===== src/logic/aps_pkg.sv =====
// constants shared by the second alert pin routing block
// assumes a 250 MHz clock and a 32-bit AXI4-Lite register bus
// Function
// four undervoltage enables, ch1..ch4 at bits 11..8, route that alert to pin.
// four overpower enables, ch1..ch4 at bits 7..4, route that alert to pin.
// bit 3 routes any accumulator overflow or fullness trip to the pin.
// bit 2 routes sample counter overflow or fullness trip to the pin.
// bit 1 gives a 5 us pin pulse at each conversion end.
// host must put the pin in alert function before expecting pulses.
// slow-sampling input is unavailable while the pin is an alert output.
// mask bit 0 is unimplemented, reads zero, ignores writes.
// host enables alerts globally first, disables them while changing thresholds.
// fullness codes: 00 full, 01 15/16 (default), 10 7/8, 11 3/4.
// pin is the OR of all enabled sources plus the enabled pulse.
package aps_pkg;
    // register indices and byte addresses
    localparam logic [7:0] CTRL_IDX = 8'h00;
    localparam logic [7:0] STAT_IDX = 8'h01;
    localparam logic [7:0] MASK_IDX = 8'h28;
    localparam logic [7:0] FULL_IDX = 8'h29;
    localparam logic [7:0] CTRL_ADDR = {CTRL_IDX[5:0], 2'b00};
    localparam logic [7:0] STAT_ADDR = {STAT_IDX[5:0], 2'b00};
    localparam logic [7:0] MASK_ADDR = {MASK_IDX[5:0], 2'b00};
    localparam logic [7:0] FULL_ADDR = {FULL_IDX[5:0], 2'b00};
    // routing mask layout
    localparam int MASK_W = 24;
    localparam logic [23:0] MASK_RST = 24'h000000;
    localparam logic [23:0] MASK_WMASK = 24'hfffffe;
    localparam int UV_CH1_BIT = 11;
    localparam int OP_CH1_BIT = 7;
    localparam int ACC_BIT = 3;
    localparam int CNT_BIT = 2;
    localparam int PULSE_BIT = 1;
    // fullness limit layout
    localparam logic [15:0] FULL_RST = 16'h5540;
    localparam logic [15:0] FULL_WMASK = 16'hffc0;
    localparam int FULL_CH1_LSB = 14;
    localparam logic [1:0] FILL_FULL = 2'h0;
    localparam logic [1:0] FILL_15_16 = 2'h1;
    localparam logic [1:0] FILL_7_8 = 2'h2;
    localparam logic [1:0] FILL_3_4 = 2'h3;
    // control register
    localparam int ALERT_MODE_BIT = 0;
    localparam logic [0:0] CTRL_RST = 1'h0;
    // conversion-end pulse timing
    localparam int CLK_PERIOD_PS = 4000;
    localparam int PULSE_PS = 5000000;
    localparam int PULSE_CYC = (PULSE_PS + CLK_PERIOD_PS - 1) / CLK_PERIOD_PS;
    localparam int PULSE_CNT_W = 11;
    // bus responses
    localparam logic [1:0] RESP_OKAY = 2'h0;
    localparam logic [1:0] RESP_SLVERR = 2'h2;
endpackage


===== src/logic/aps_fill_if.sv =====
// fullness check bundle between the router and one comparator
// assumes both ends share the router clock
`timescale 1ns/1ps
interface aps_fill_if #(parameter int FILL_W = 16) ();
    logic [FILL_W-1:0] level;
    logic ovf;
    logic [1:0] code;
    logic trip;
    modport chk (input level, input ovf, input code, output trip);
    modport src (output level, output ovf, output code, input trip);
endinterface


===== src/logic/aps_alert2_route.sv =====
// second alert pin source routing with its AXI4-Lite register slave
// assumes inputs synchronous to clk_i; alert sources are active-high levels
//
// Decided for this implementation: the register offsets and the AXI4-Lite interface to the registers.
`timescale 1ns/1ps
module aps_alert2_route import aps_pkg::*; #(
    parameter int FILL_W = 16
) (
    // clock, reset, enable
    input wire logic clk_i,
    input wire logic rst_i,
    input wire logic ce_i,
    // axi4-lite write
    input wire logic [7:0] s_axi_awaddr,
    input wire logic s_axi_awvalid,
    output logic s_axi_awready,
    input wire logic [31:0] s_axi_wdata,
    input wire logic [3:0] s_axi_wstrb,
    input wire logic s_axi_wvalid,
    output logic s_axi_wready,
    output logic [1:0] s_axi_bresp,
    output logic s_axi_bvalid,
    input wire logic s_axi_bready,
    // axi4-lite read
    input wire logic [7:0] s_axi_araddr,
    input wire logic s_axi_arvalid,
    output logic s_axi_arready,
    output logic [31:0] s_axi_rdata,
    output logic [1:0] s_axi_rresp,
    output logic s_axi_rvalid,
    input wire logic s_axi_rready,
    // alert sources, index 0 is channel 1
    input wire logic [3:0] uv_alert_i,
    input wire logic [3:0] op_alert_i,
    input wire logic [4*FILL_W-1:0] accum_fill_i,
    input wire logic [3:0] accum_ovf_i,
    input wire logic [FILL_W-1:0] count_fill_i,
    input wire logic count_ovf_i,
    input wire logic conv_done_i,
    // second alert pin, open drain
    input wire logic second_alert_pin_i,
    output logic second_alert_pin_o,
    output logic second_alert_pin_oe_n_o,
    output logic slow_request_o
);
    logic [MASK_W-1:0] mask_q;
    logic [15:0] full_q;
    logic [0:0] ctrl_q;
    logic aw_hold_q;
    logic [7:0] awaddr_q;
    logic w_hold_q;
    logic [31:0] wdata_q;
    logic [3:0] wstrb_q;
    logic bvalid_q;
    logic [1:0] bresp_q;
    logic rvalid_q;
    logic [31:0] rdata_q;
    logic [1:0] rresp_q;
    logic rd_mask_q;
    logic [PULSE_CNT_W-1:0] pulse_cnt_q;
    logic alert_q;
    logic oe_n_q;
    logic slow_q;

    wire logic alert_mode;
    wire logic [4:0] trip;
    wire logic [3:0] uv_en;
    wire logic [3:0] op_en;
    wire logic [5*FILL_W-1:0] all_fill;
    wire logic [4:0] all_ovf;
    wire logic pulse_en;
    wire logic pulse_on;
    wire logic alert_d;

    assign alert_mode = ctrl_q[ALERT_MODE_BIT];
    assign all_fill = {count_fill_i, accum_fill_i};
    assign all_ovf = {count_ovf_i, accum_ovf_i};

    // per-source enables and fullness comparators; counter is slot 4
    for (genvar i = 0; i < 5; i++)
    begin : g_src
        aps_fill_if #(.FILL_W(FILL_W)) fif ();
        assign fif.level = all_fill[i*FILL_W +: FILL_W];
        assign fif.ovf = all_ovf[i];
        assign fif.code = full_q[FULL_CH1_LSB - 2*i +: 2];
        assign trip[i] = fif.trip;
        aps_fill_chk #(.FILL_W(FILL_W)) u_chk (
            .clk_i(clk_i),
            .rst_i(rst_i),
            .ce_i(ce_i),
            .fill(fif)
        );
        if (i < 4)
        begin : g_ch
            assign uv_en[i] = mask_q[UV_CH1_BIT - i];
            assign op_en[i] = mask_q[OP_CH1_BIT - i];
        end
    end

    // pin source merge
    assign pulse_en = mask_q[PULSE_BIT];
    assign pulse_on = pulse_cnt_q != '0;
    assign alert_d = (|(uv_alert_i & uv_en))
                   | (|(op_alert_i & op_en))
                   | (mask_q[ACC_BIT] & (|trip[3:0]))
                   | (mask_q[CNT_BIT] & trip[4])
                   | pulse_on;

    // conversion-end pulse, restarted by each new conversion end
    always_ff @(posedge clk_i)
    begin
        if (rst_i)
            pulse_cnt_q <= '0;
        else if (ce_i)
        begin
            if (!pulse_en)
                pulse_cnt_q <= '0;
            else if (conv_done_i)
                pulse_cnt_q <= PULSE_CNT_W'(PULSE_CYC);
            else if (pulse_on)
                pulse_cnt_q <= pulse_cnt_q - 1'b1;
        end
    end

    // pin drive only in alert function; slow input only otherwise
    always_ff @(posedge clk_i)
    begin
        if (rst_i)
        begin
            alert_q <= 1'b0;
            oe_n_q <= 1'b1;
            slow_q <= 1'b0;
        end
        else if (ce_i)
        begin
            alert_q <= alert_d;
            oe_n_q <= ~(alert_mode & alert_d);
            slow_q <= ~alert_mode & second_alert_pin_i;
        end
    end

    assign second_alert_pin_o = 1'b0; // open drain: pulls low when enabled
    assign second_alert_pin_oe_n_o = oe_n_q;
    assign slow_request_o = slow_q;

    // bus handshakes; ce low refuses every channel
    wire logic aw_take;
    wire logic w_take;
    wire logic ar_take;
    wire logic do_write;
    wire logic [31:0] byte_mask;
    wire logic [31:0] mask_merge;
    wire logic [31:0] full_merge;
    wire logic [31:0] ctrl_merge;
    wire logic wr_hit;
    wire logic rd_hit;
    wire logic [31:0] rd_word;

    assign s_axi_awready = ce_i & ~aw_hold_q & ~bvalid_q;
    assign s_axi_wready = ce_i & ~w_hold_q & ~bvalid_q;
    assign s_axi_arready = ce_i & ~rvalid_q;
    assign aw_take = s_axi_awvalid & s_axi_awready;
    assign w_take = s_axi_wvalid & s_axi_wready;
    assign ar_take = s_axi_arvalid & s_axi_arready;
    assign do_write = aw_hold_q & w_hold_q & ~bvalid_q;
    assign s_axi_bvalid = bvalid_q;
    assign s_axi_bresp = bresp_q;
    assign s_axi_rvalid = rvalid_q;
    assign s_axi_rdata = rdata_q;
    assign s_axi_rresp = rresp_q;

    // byte-lane merge of write data into each register
    assign byte_mask = {{8{wstrb_q[3]}}, {8{wstrb_q[2]}}, {8{wstrb_q[1]}}, {8{wstrb_q[0]}}};
    assign mask_merge = ({8'h00, mask_q} & ~byte_mask) | (wdata_q & byte_mask);
    assign full_merge = ({16'h0000, full_q} & ~byte_mask) | (wdata_q & byte_mask);
    assign ctrl_merge = ({31'h00000000, ctrl_q} & ~byte_mask) | (wdata_q & byte_mask);
    assign wr_hit = (awaddr_q == MASK_ADDR) | (awaddr_q == FULL_ADDR) | (awaddr_q == CTRL_ADDR);

    // read decode; bits above each register, mask bit 0 and fullness bits 5:0 read zero
    assign rd_hit = (s_axi_araddr == MASK_ADDR) | (s_axi_araddr == FULL_ADDR)
                  | (s_axi_araddr == CTRL_ADDR) | (s_axi_araddr == STAT_ADDR);
    assign rd_word = (s_axi_araddr == MASK_ADDR) ? {8'h00, mask_q & MASK_WMASK} :
                     (s_axi_araddr == FULL_ADDR) ? {16'h0000, full_q & FULL_WMASK} :
                     (s_axi_araddr == CTRL_ADDR) ? {31'h00000000, ctrl_q} :
                     (s_axi_araddr == STAT_ADDR) ? {24'h000000, slow_q, trip, pulse_on, alert_q} :
                     32'h00000000;

    // write address and data capture, either order
    always_ff @(posedge clk_i)
    begin
        if (rst_i)
        begin
            aw_hold_q <= 1'b0;
            w_hold_q <= 1'b0;
            awaddr_q <= 8'h00;
            wdata_q <= 32'h00000000;
            wstrb_q <= 4'h0;
        end
        else if (ce_i)
        begin
            if (aw_take)
            begin
                aw_hold_q <= 1'b1;
                awaddr_q <= s_axi_awaddr;
            end
            else if (do_write)
                aw_hold_q <= 1'b0;
            if (w_take)
            begin
                w_hold_q <= 1'b1;
                wdata_q <= s_axi_wdata;
                wstrb_q <= s_axi_wstrb;
            end
            else if (do_write)
                w_hold_q <= 1'b0;
        end
    end

    // register update and write response
    always_ff @(posedge clk_i)
    begin
        if (rst_i)
        begin
            mask_q <= MASK_RST;
            full_q <= FULL_RST;
            ctrl_q <= CTRL_RST;
            bvalid_q <= 1'b0;
            bresp_q <= RESP_OKAY;
        end
        else if (ce_i)
        begin
            if (do_write)
            begin
                if (awaddr_q == MASK_ADDR)
                    mask_q <= mask_merge[MASK_W-1:0] & MASK_WMASK;
                if (awaddr_q == FULL_ADDR)
                    full_q <= full_merge[15:0] & FULL_WMASK;
                if (awaddr_q == CTRL_ADDR)
                    ctrl_q <= ctrl_merge[0:0];
                bvalid_q <= 1'b1;
                bresp_q <= wr_hit ? RESP_OKAY : RESP_SLVERR;
            end
            else if (s_axi_bready)
                bvalid_q <= 1'b0;
        end
    end

    // read response, one cycle after the address is taken
    always_ff @(posedge clk_i)
    begin
        if (rst_i)
        begin
            rvalid_q <= 1'b0;
            rdata_q <= 32'h00000000;
            rresp_q <= RESP_OKAY;
            rd_mask_q <= 1'b0;
        end
        else if (ce_i)
        begin
            if (ar_take)
            begin
                rvalid_q <= 1'b1;
                rdata_q <= rd_word;
                rresp_q <= rd_hit ? RESP_OKAY : RESP_SLVERR;
                rd_mask_q <= s_axi_araddr == MASK_ADDR;
            end
            else if (s_axi_rready)
                rvalid_q <= 1'b0;
        end
    end
endmodule // aps_alert2_route


===== src/logic/aps_fill_chk.sv =====
// one fullness comparator: level against the coded trip fraction
// assumes level is the accumulator or sample counter fill scaled to FILL_W bits
`timescale 1ns/1ps
module aps_fill_chk import aps_pkg::*; #(
    parameter int FILL_W = 16
) (
    // clock, reset, enable
    input wire logic clk_i,
    input wire logic rst_i,
    input wire logic ce_i,
    // comparison bundle
    aps_fill_if.chk fill
);
    localparam logic [FILL_W-1:0] LVL_MAX = {FILL_W{1'b1}};
    localparam logic [FILL_W-1:0] LVL_15_16 = {4'hf, {(FILL_W-4){1'b0}}};
    localparam logic [FILL_W-1:0] LVL_7_8 = {3'h7, {(FILL_W-3){1'b0}}};
    localparam logic [FILL_W-1:0] LVL_3_4 = {2'h3, {(FILL_W-2){1'b0}}};

    logic trip_q;
    wire logic [FILL_W-1:0] thr;
    wire logic hit;

    // coded fraction to threshold; overflow always trips
    assign thr = (fill.code == FILL_FULL) ? LVL_MAX :
                 (fill.code == FILL_15_16) ? LVL_15_16 :
                 (fill.code == FILL_7_8) ? LVL_7_8 : LVL_3_4;
    assign hit = fill.ovf | (fill.level >= thr);
    assign fill.trip = trip_q;

    // registered so the pin never sees comparator glitches
    always_ff @(posedge clk_i)
    begin
        if (rst_i)
            trip_q <= 1'b0;
        else if (ce_i)
            trip_q <= hit;
    end
endmodule // aps_fill_chk


===== config.mk =====
export PLATFORM = sky130hd
export DESIGN_NAME = aps_alert2_route
export DESIGN_NICKNAME = d
export VERILOG_FILES = /design/src/logic/aps_pkg.sv /design/src/logic/aps_fill_if.sv /design/src/logic/aps_alert2_route.sv /design/src/logic/aps_fill_chk.sv
export SDC_FILE = /design/constraint.sdc
export NUM_CORES = 1
export LEC_CHECK = 0
export ABC_AREA = 1
export BUFFER_PORTS_ARGS = -buffer_cell sky130_fd_sc_hd__clkbuf_2
export CAP_MARGIN = 0
export CORE_ASPECT_RATIO = 2
export CORE_UTILIZATION = 52
export DETAILED_ROUTE_END_ITERATION = 6
export GPL_ROUTABILITY_DRIVEN = 0
export HOLD_SLACK_MARGIN = 0.08
export PLACE_DENSITY = 0.8
export SLEW_MARGIN = 30
export SYNTH_ARGS = -nofsm -noshare
export SYNTH_HDL_FRONTEND = slang
export SYNTH_SLANG_ARGS = --single-unit

===== constraint.sdc =====
create_clock -name clk_i -period 1.85 [get_ports clk_i]
set_input_delay 0 -clock clk_i [delete_from_list [all_inputs] [get_ports clk_i]]
set_output_delay 0 -clock clk_i [all_outputs]
set_load 0.05 [all_outputs]

==> impl_metrics.xml <==
<?xml version="1.0" encoding="UTF-8"?>
<metrics>
  <group name="run_status">
    <metric name="outcome" unit="">complete, no violations</metric>
  </group>
  <group name="floorplanning">
    <metric name="row_count" unit="">58</metric>
    <metric name="chipWidth" unit="µm">82.2</metric>
    <metric name="die_h" unit="µm">162</metric>
    <metric name="die_outline_area" unit="µm²">13400</metric>
    <metric name="io-pin-count" unit="">199</metric>
    <metric name="floorplan.core_area" unit="µm²">12600</metric>
    <metric name="start_util" unit="%">53.3</metric>
  </group>
  <group name="global_routing">
    <metric name="antenna_found_initial" unit="">0</metric>
    <metric name="grt_overflow_total" unit="">0</metric>
    <metric name="number_of_global_route_vias_before_repair" unit="">7224</metric>
    <metric name="grt_first_pass_wirelength" unit="µm">31100</metric>
    <metric name="track_usage" unit="%">30.2</metric>
    <metric name="grt_max_degree" unit="">37</metric>
  </group>
  <group name="job">
    <metric name="max_cap_viol_count" unit="">0</metric>
  </group>
  <group name="routing">
    <metric name="num_vias" unit="">7335</metric>
    <metric name="drt-wirelength-per-cell" unit="µm">13.8</metric>
    <metric name="routed_via_density" unit="">5.24</metric>
    <metric name="drtPass1Iterations" unit="">5</metric>
    <metric name="route.final.wire_length" unit="µm">19300</metric>
    <metric name="drt_drc_violations_left" unit="">0</metric>
    <metric name="drtAntennaViolNets" unit="">0</metric>
    <metric name="detail_route.iter0.violations" unit="">358</metric>
  </group>
  <group name="yosys">
    <metric name="synth_area_per_cell" unit="µm²">6.78</metric>
    <metric name="yosys_register_bits" unit="">118</metric>
    <metric name="post_synth_adder_cell_area" unit="%">9.72</metric>
    <metric name="main_combinational_cell_family_by_area_after_synthesis" unit="">simple AND/OR/NAND/NOR gates</metric>
    <metric name="netlist_area" unit="µm²">6700</metric>
    <metric name="postSynthCellCount" unit="">987</metric>
    <metric name="yosysSeqAreaShare" unit="%">35.3</metric>
    <metric name="synth_compound_area_share" unit="%">18.1</metric>
    <metric name="synth_warnings" unit="">0</metric>
    <metric name="yosys.area_share.simple" unit="%">26.4</metric>
    <metric name="synth.mux.area_fraction" unit="%">0</metric>
    <metric name="synth-xor-area-share" unit="%">0.131</metric>
    <metric name="number_of_different_library_cells_in_the_post_synthesis_netlist" unit="">33</metric>
  </group>
  <group name="power">
    <metric name="fin_total_pwr" unit="µW">7130</metric>
    <metric name="static-leakage-power" unit="µW">0.00452</metric>
    <metric name="cellPowerDensity" unit="nW/µm²">787</metric>
    <metric name="ir_drop" unit="mV">0.852</metric>
  </group>
  <group name="sta">
    <metric name="fmax" unit="GHz">0.565</metric>
    <metric name="finalSetupViolations" unit="">0</metric>
    <metric name="layout_worst_path_cycle_share" unit="%">95.6</metric>
    <metric name="final_hold_viol_count" unit="">0</metric>
    <metric name="fin_worst_skew" unit="ns">0.00666</metric>
    <metric name="holdWs" unit="ns">0.0752</metric>
    <metric name="final_period_minus_worst_setup_slack" unit="ns">1.77</metric>
    <metric name="slew_viol_final" unit="">0</metric>
  </group>
  <group name="cells_and_area">
    <metric name="layout.nets" unit="">1444</metric>
    <metric name="layout.core_utilization" unit="%">72.2</metric>
    <metric name="final_cell_mix" unit="">223 x sky130_fd_sc_hd__nand2_1, 178 x sky130_fd_sc_hd__clkbuf_2, 118 x sky130_fd_sc_hd__inv_1</metric>
    <metric name="layout_commonest_cell" unit="">sky130_fd_sc_hd__nand2_1</metric>
    <metric name="syn_to_final_growth" unit="%">35.3</metric>
    <metric name="antenna-diode-count" unit="">0</metric>
    <metric name="post_route_cells_drive_above_1_share" unit="%">21.8</metric>
  </group>
  <group name="placed_design">
    <metric name="port_buffers" unit="">178</metric>
    <metric name="detailed_place_hpwl" unit="µm">13500</metric>
  </group>
  <group name="setup_path">
    <metric name="crit_type" unit="">flop to flop</metric>
    <metric name="critPathRequiredTime" unit="ns">2.14</metric>
    <metric name="timing.critical_path.from_type" unit="">flop</metric>
    <metric name="endpoint_kind" unit="">flop</metric>
    <metric name="arrival" unit="ns">2.06</metric>
    <metric name="timing.critical_path.fanout_max" unit="">16</metric>
  </group>
  <group name="clocking">
    <metric name="clock_tree_from_tritoncts" unit="">done</metric>
    <metric name="ctsRootBufferMaster" unit="">sky130_fd_sc_hd__clkbuf_16</metric>
    <metric name="htree_levels" unit="">4</metric>
    <metric name="insertion_delay" unit="ns">0.41</metric>
    <metric name="clk_pin_slew_worst_paths" unit="ns">0.05</metric>
    <metric name="cts_inserted_buffers" unit="">17</metric>
    <metric name="cts_sinks" unit="">118</metric>
    <metric name="clk_path_buf_depth" unit="">2</metric>
  </group>
  <group name="min_path">
    <metric name="worst_hold_path_type" unit="">primary input to flop</metric>
  </group>
</metrics>
==> cell families after synthesis <==
family	count (synthesis)
AOI/OAI and AO/OA	226
xor gates and xnor gates	1
adders and majority gates	52
buffers and inverters	169
DFF	118
other	1
and+or+nand+nor	420
==> worst paths after layout <==
| path | slack [ns] | cells after the start | from | to |
|---|---|---|---|---|
| setup reg to reg | 0.08 | 7 | awaddr_q[4]$_SDFFE_PP0P_ | flop |
| hold / removal | 0.08 | 7 | accum_fill_i[31] | g_src[1].u_chk.fill.trip$_SDFFE_PP0P_ |
| hold reg to reg | 0.46 | 2 | flop | s_axi_rdata[20]$_SDFFE_PP0P_ |
| setup / recovery | 0.08 | 7 | awaddr_q[4]$_SDFFE_PP0P_ | flop |
==> cell usage after synthesis <==
cell type	instances	share of area [%]
sky130_fd_sc_hd__or3_1	1	0.093
sky130_fd_sc_hd__inv_1	119	6.7
sky130_fd_sc_hd__nand3_2	1	0.15
sky130_fd_sc_hd__nor3_1	6	0.45
sky130_fd_sc_hd__nand3_1	47	3.5
sky130_fd_sc_hd__nor2_2	3	0.28
sky130_fd_sc_hd__o21bai_1	13	1.5
sky130_fd_sc_hd__nand3_4	1	0.26
sky130_fd_sc_hd__nor2_4	4	0.67
sky130_fd_sc_hd__o2111ai_1	1	0.13
sky130_fd_sc_hd__dfxtp_1	118	35
sky130_fd_sc_hd__nand2_1	228	13
sky130_fd_sc_hd__nand2_4	1	0.17
sky130_fd_sc_hd__nor3_2	2	0.30
sky130_fd_sc_hd__conb_1	1	0.056
sky130_fd_sc_hd__a31o_2	7	0.92
sky130_fd_sc_hd__nand4_1	12	1.1
sky130_fd_sc_hd__o21ai_0	100	7.5
sky130_fd_sc_hd__buf_2	11	0.82
sky130_fd_sc_hd__inv_2	4	0.22
sky130_fd_sc_hd__clkinv_2	1	0.075
sky130_fd_sc_hd__clkinv_1	1	0.056
sky130_fd_sc_hd__xor2_1	1	0.13
sky130_fd_sc_hd__nand2_2	2	0.19
sky130_fd_sc_hd__buf_4	11	1.2
sky130_fd_sc_hd__nor4_1	1	0.093
sky130_fd_sc_hd__o211ai_1	7	0.78
sky130_fd_sc_hd__clkbuf_1	22	1.2
sky130_fd_sc_hd__a21oi_1	92	6.9
sky130_fd_sc_hd__ha_1	52	9.7
sky130_fd_sc_hd__nor4_2	1	0.19
sky130_fd_sc_hd__nor2_1	110	6.2
sky130_fd_sc_hd__o21ai_1	6	0.45
==> final cells by class <==
cell class / instances / area (µm²)
clock buffer: 20 / 457
inverter: 125 / 473
sequential: 118 / 2360
clock inverter: 12 / 129
fill: 1011 / 3490
tap: 150 / 188
timing repair buffer: 265 / 1710
multi-input combinational: 710 / 3740
==> worst max-delay path, stage by stage, from the launching register on <==
cell and delay [ns]:
sky130_fd_sc_hd__dfxtp_1 0.31, sky130_fd_sc_hd__nor2_1 0.22, sky130_fd_sc_hd__nand3_2 0.21, sky130_fd_sc_hd__nor3_2 0.29, sky130_fd_sc_hd__nand3_2 0.09, sky130_fd_sc_hd__buf_4 0.21, sky130_fd_sc_hd__o21ai_0 0.24, sky130_fd_sc_hd__a21oi_1 0.07
==> per-stage QoR <==
step / area (µm²) / cells / setup TNS [ns] / setup slack, ns
floorplan: 6740 / 997 / -1.61 / -0.0802
global placement: 7760 / 1302 / 0 / 0.178
detailed placement: 7760 / 1302 / 0 / 0.130
CTS: 9000 / 1400 / 0 / 0.0210
global route: 9060 / 1400 / -0.00994 / -0.00994
finish: 9060 / 1400 / 0 / 0.0815
==> where the power goes <==
group	internal, µW	switching (µW)
clock	2050	1170
combinational	464	718
sequential	2660	75.0
total	5170	1960
==> routing by layer <==
layer	global-route usage, %	vias to the layer above	wire [µm]
li1	-	3696	-
met1	29.5	3269	6890
met2	55.9	286	10200
met3	5.88	84	993
met4	17.7	0	1150
met5	0	-	0
==> timing repair <==
item,4_1_cts,5_1_grt
gates resized for setup,0,24
setup buffers,0,0
hold endpoints to repair,53,2
hold buffers,66,1
endpoints found under the setup margin,0,24
Note: power is estimated with default switching activity, not from simulation.
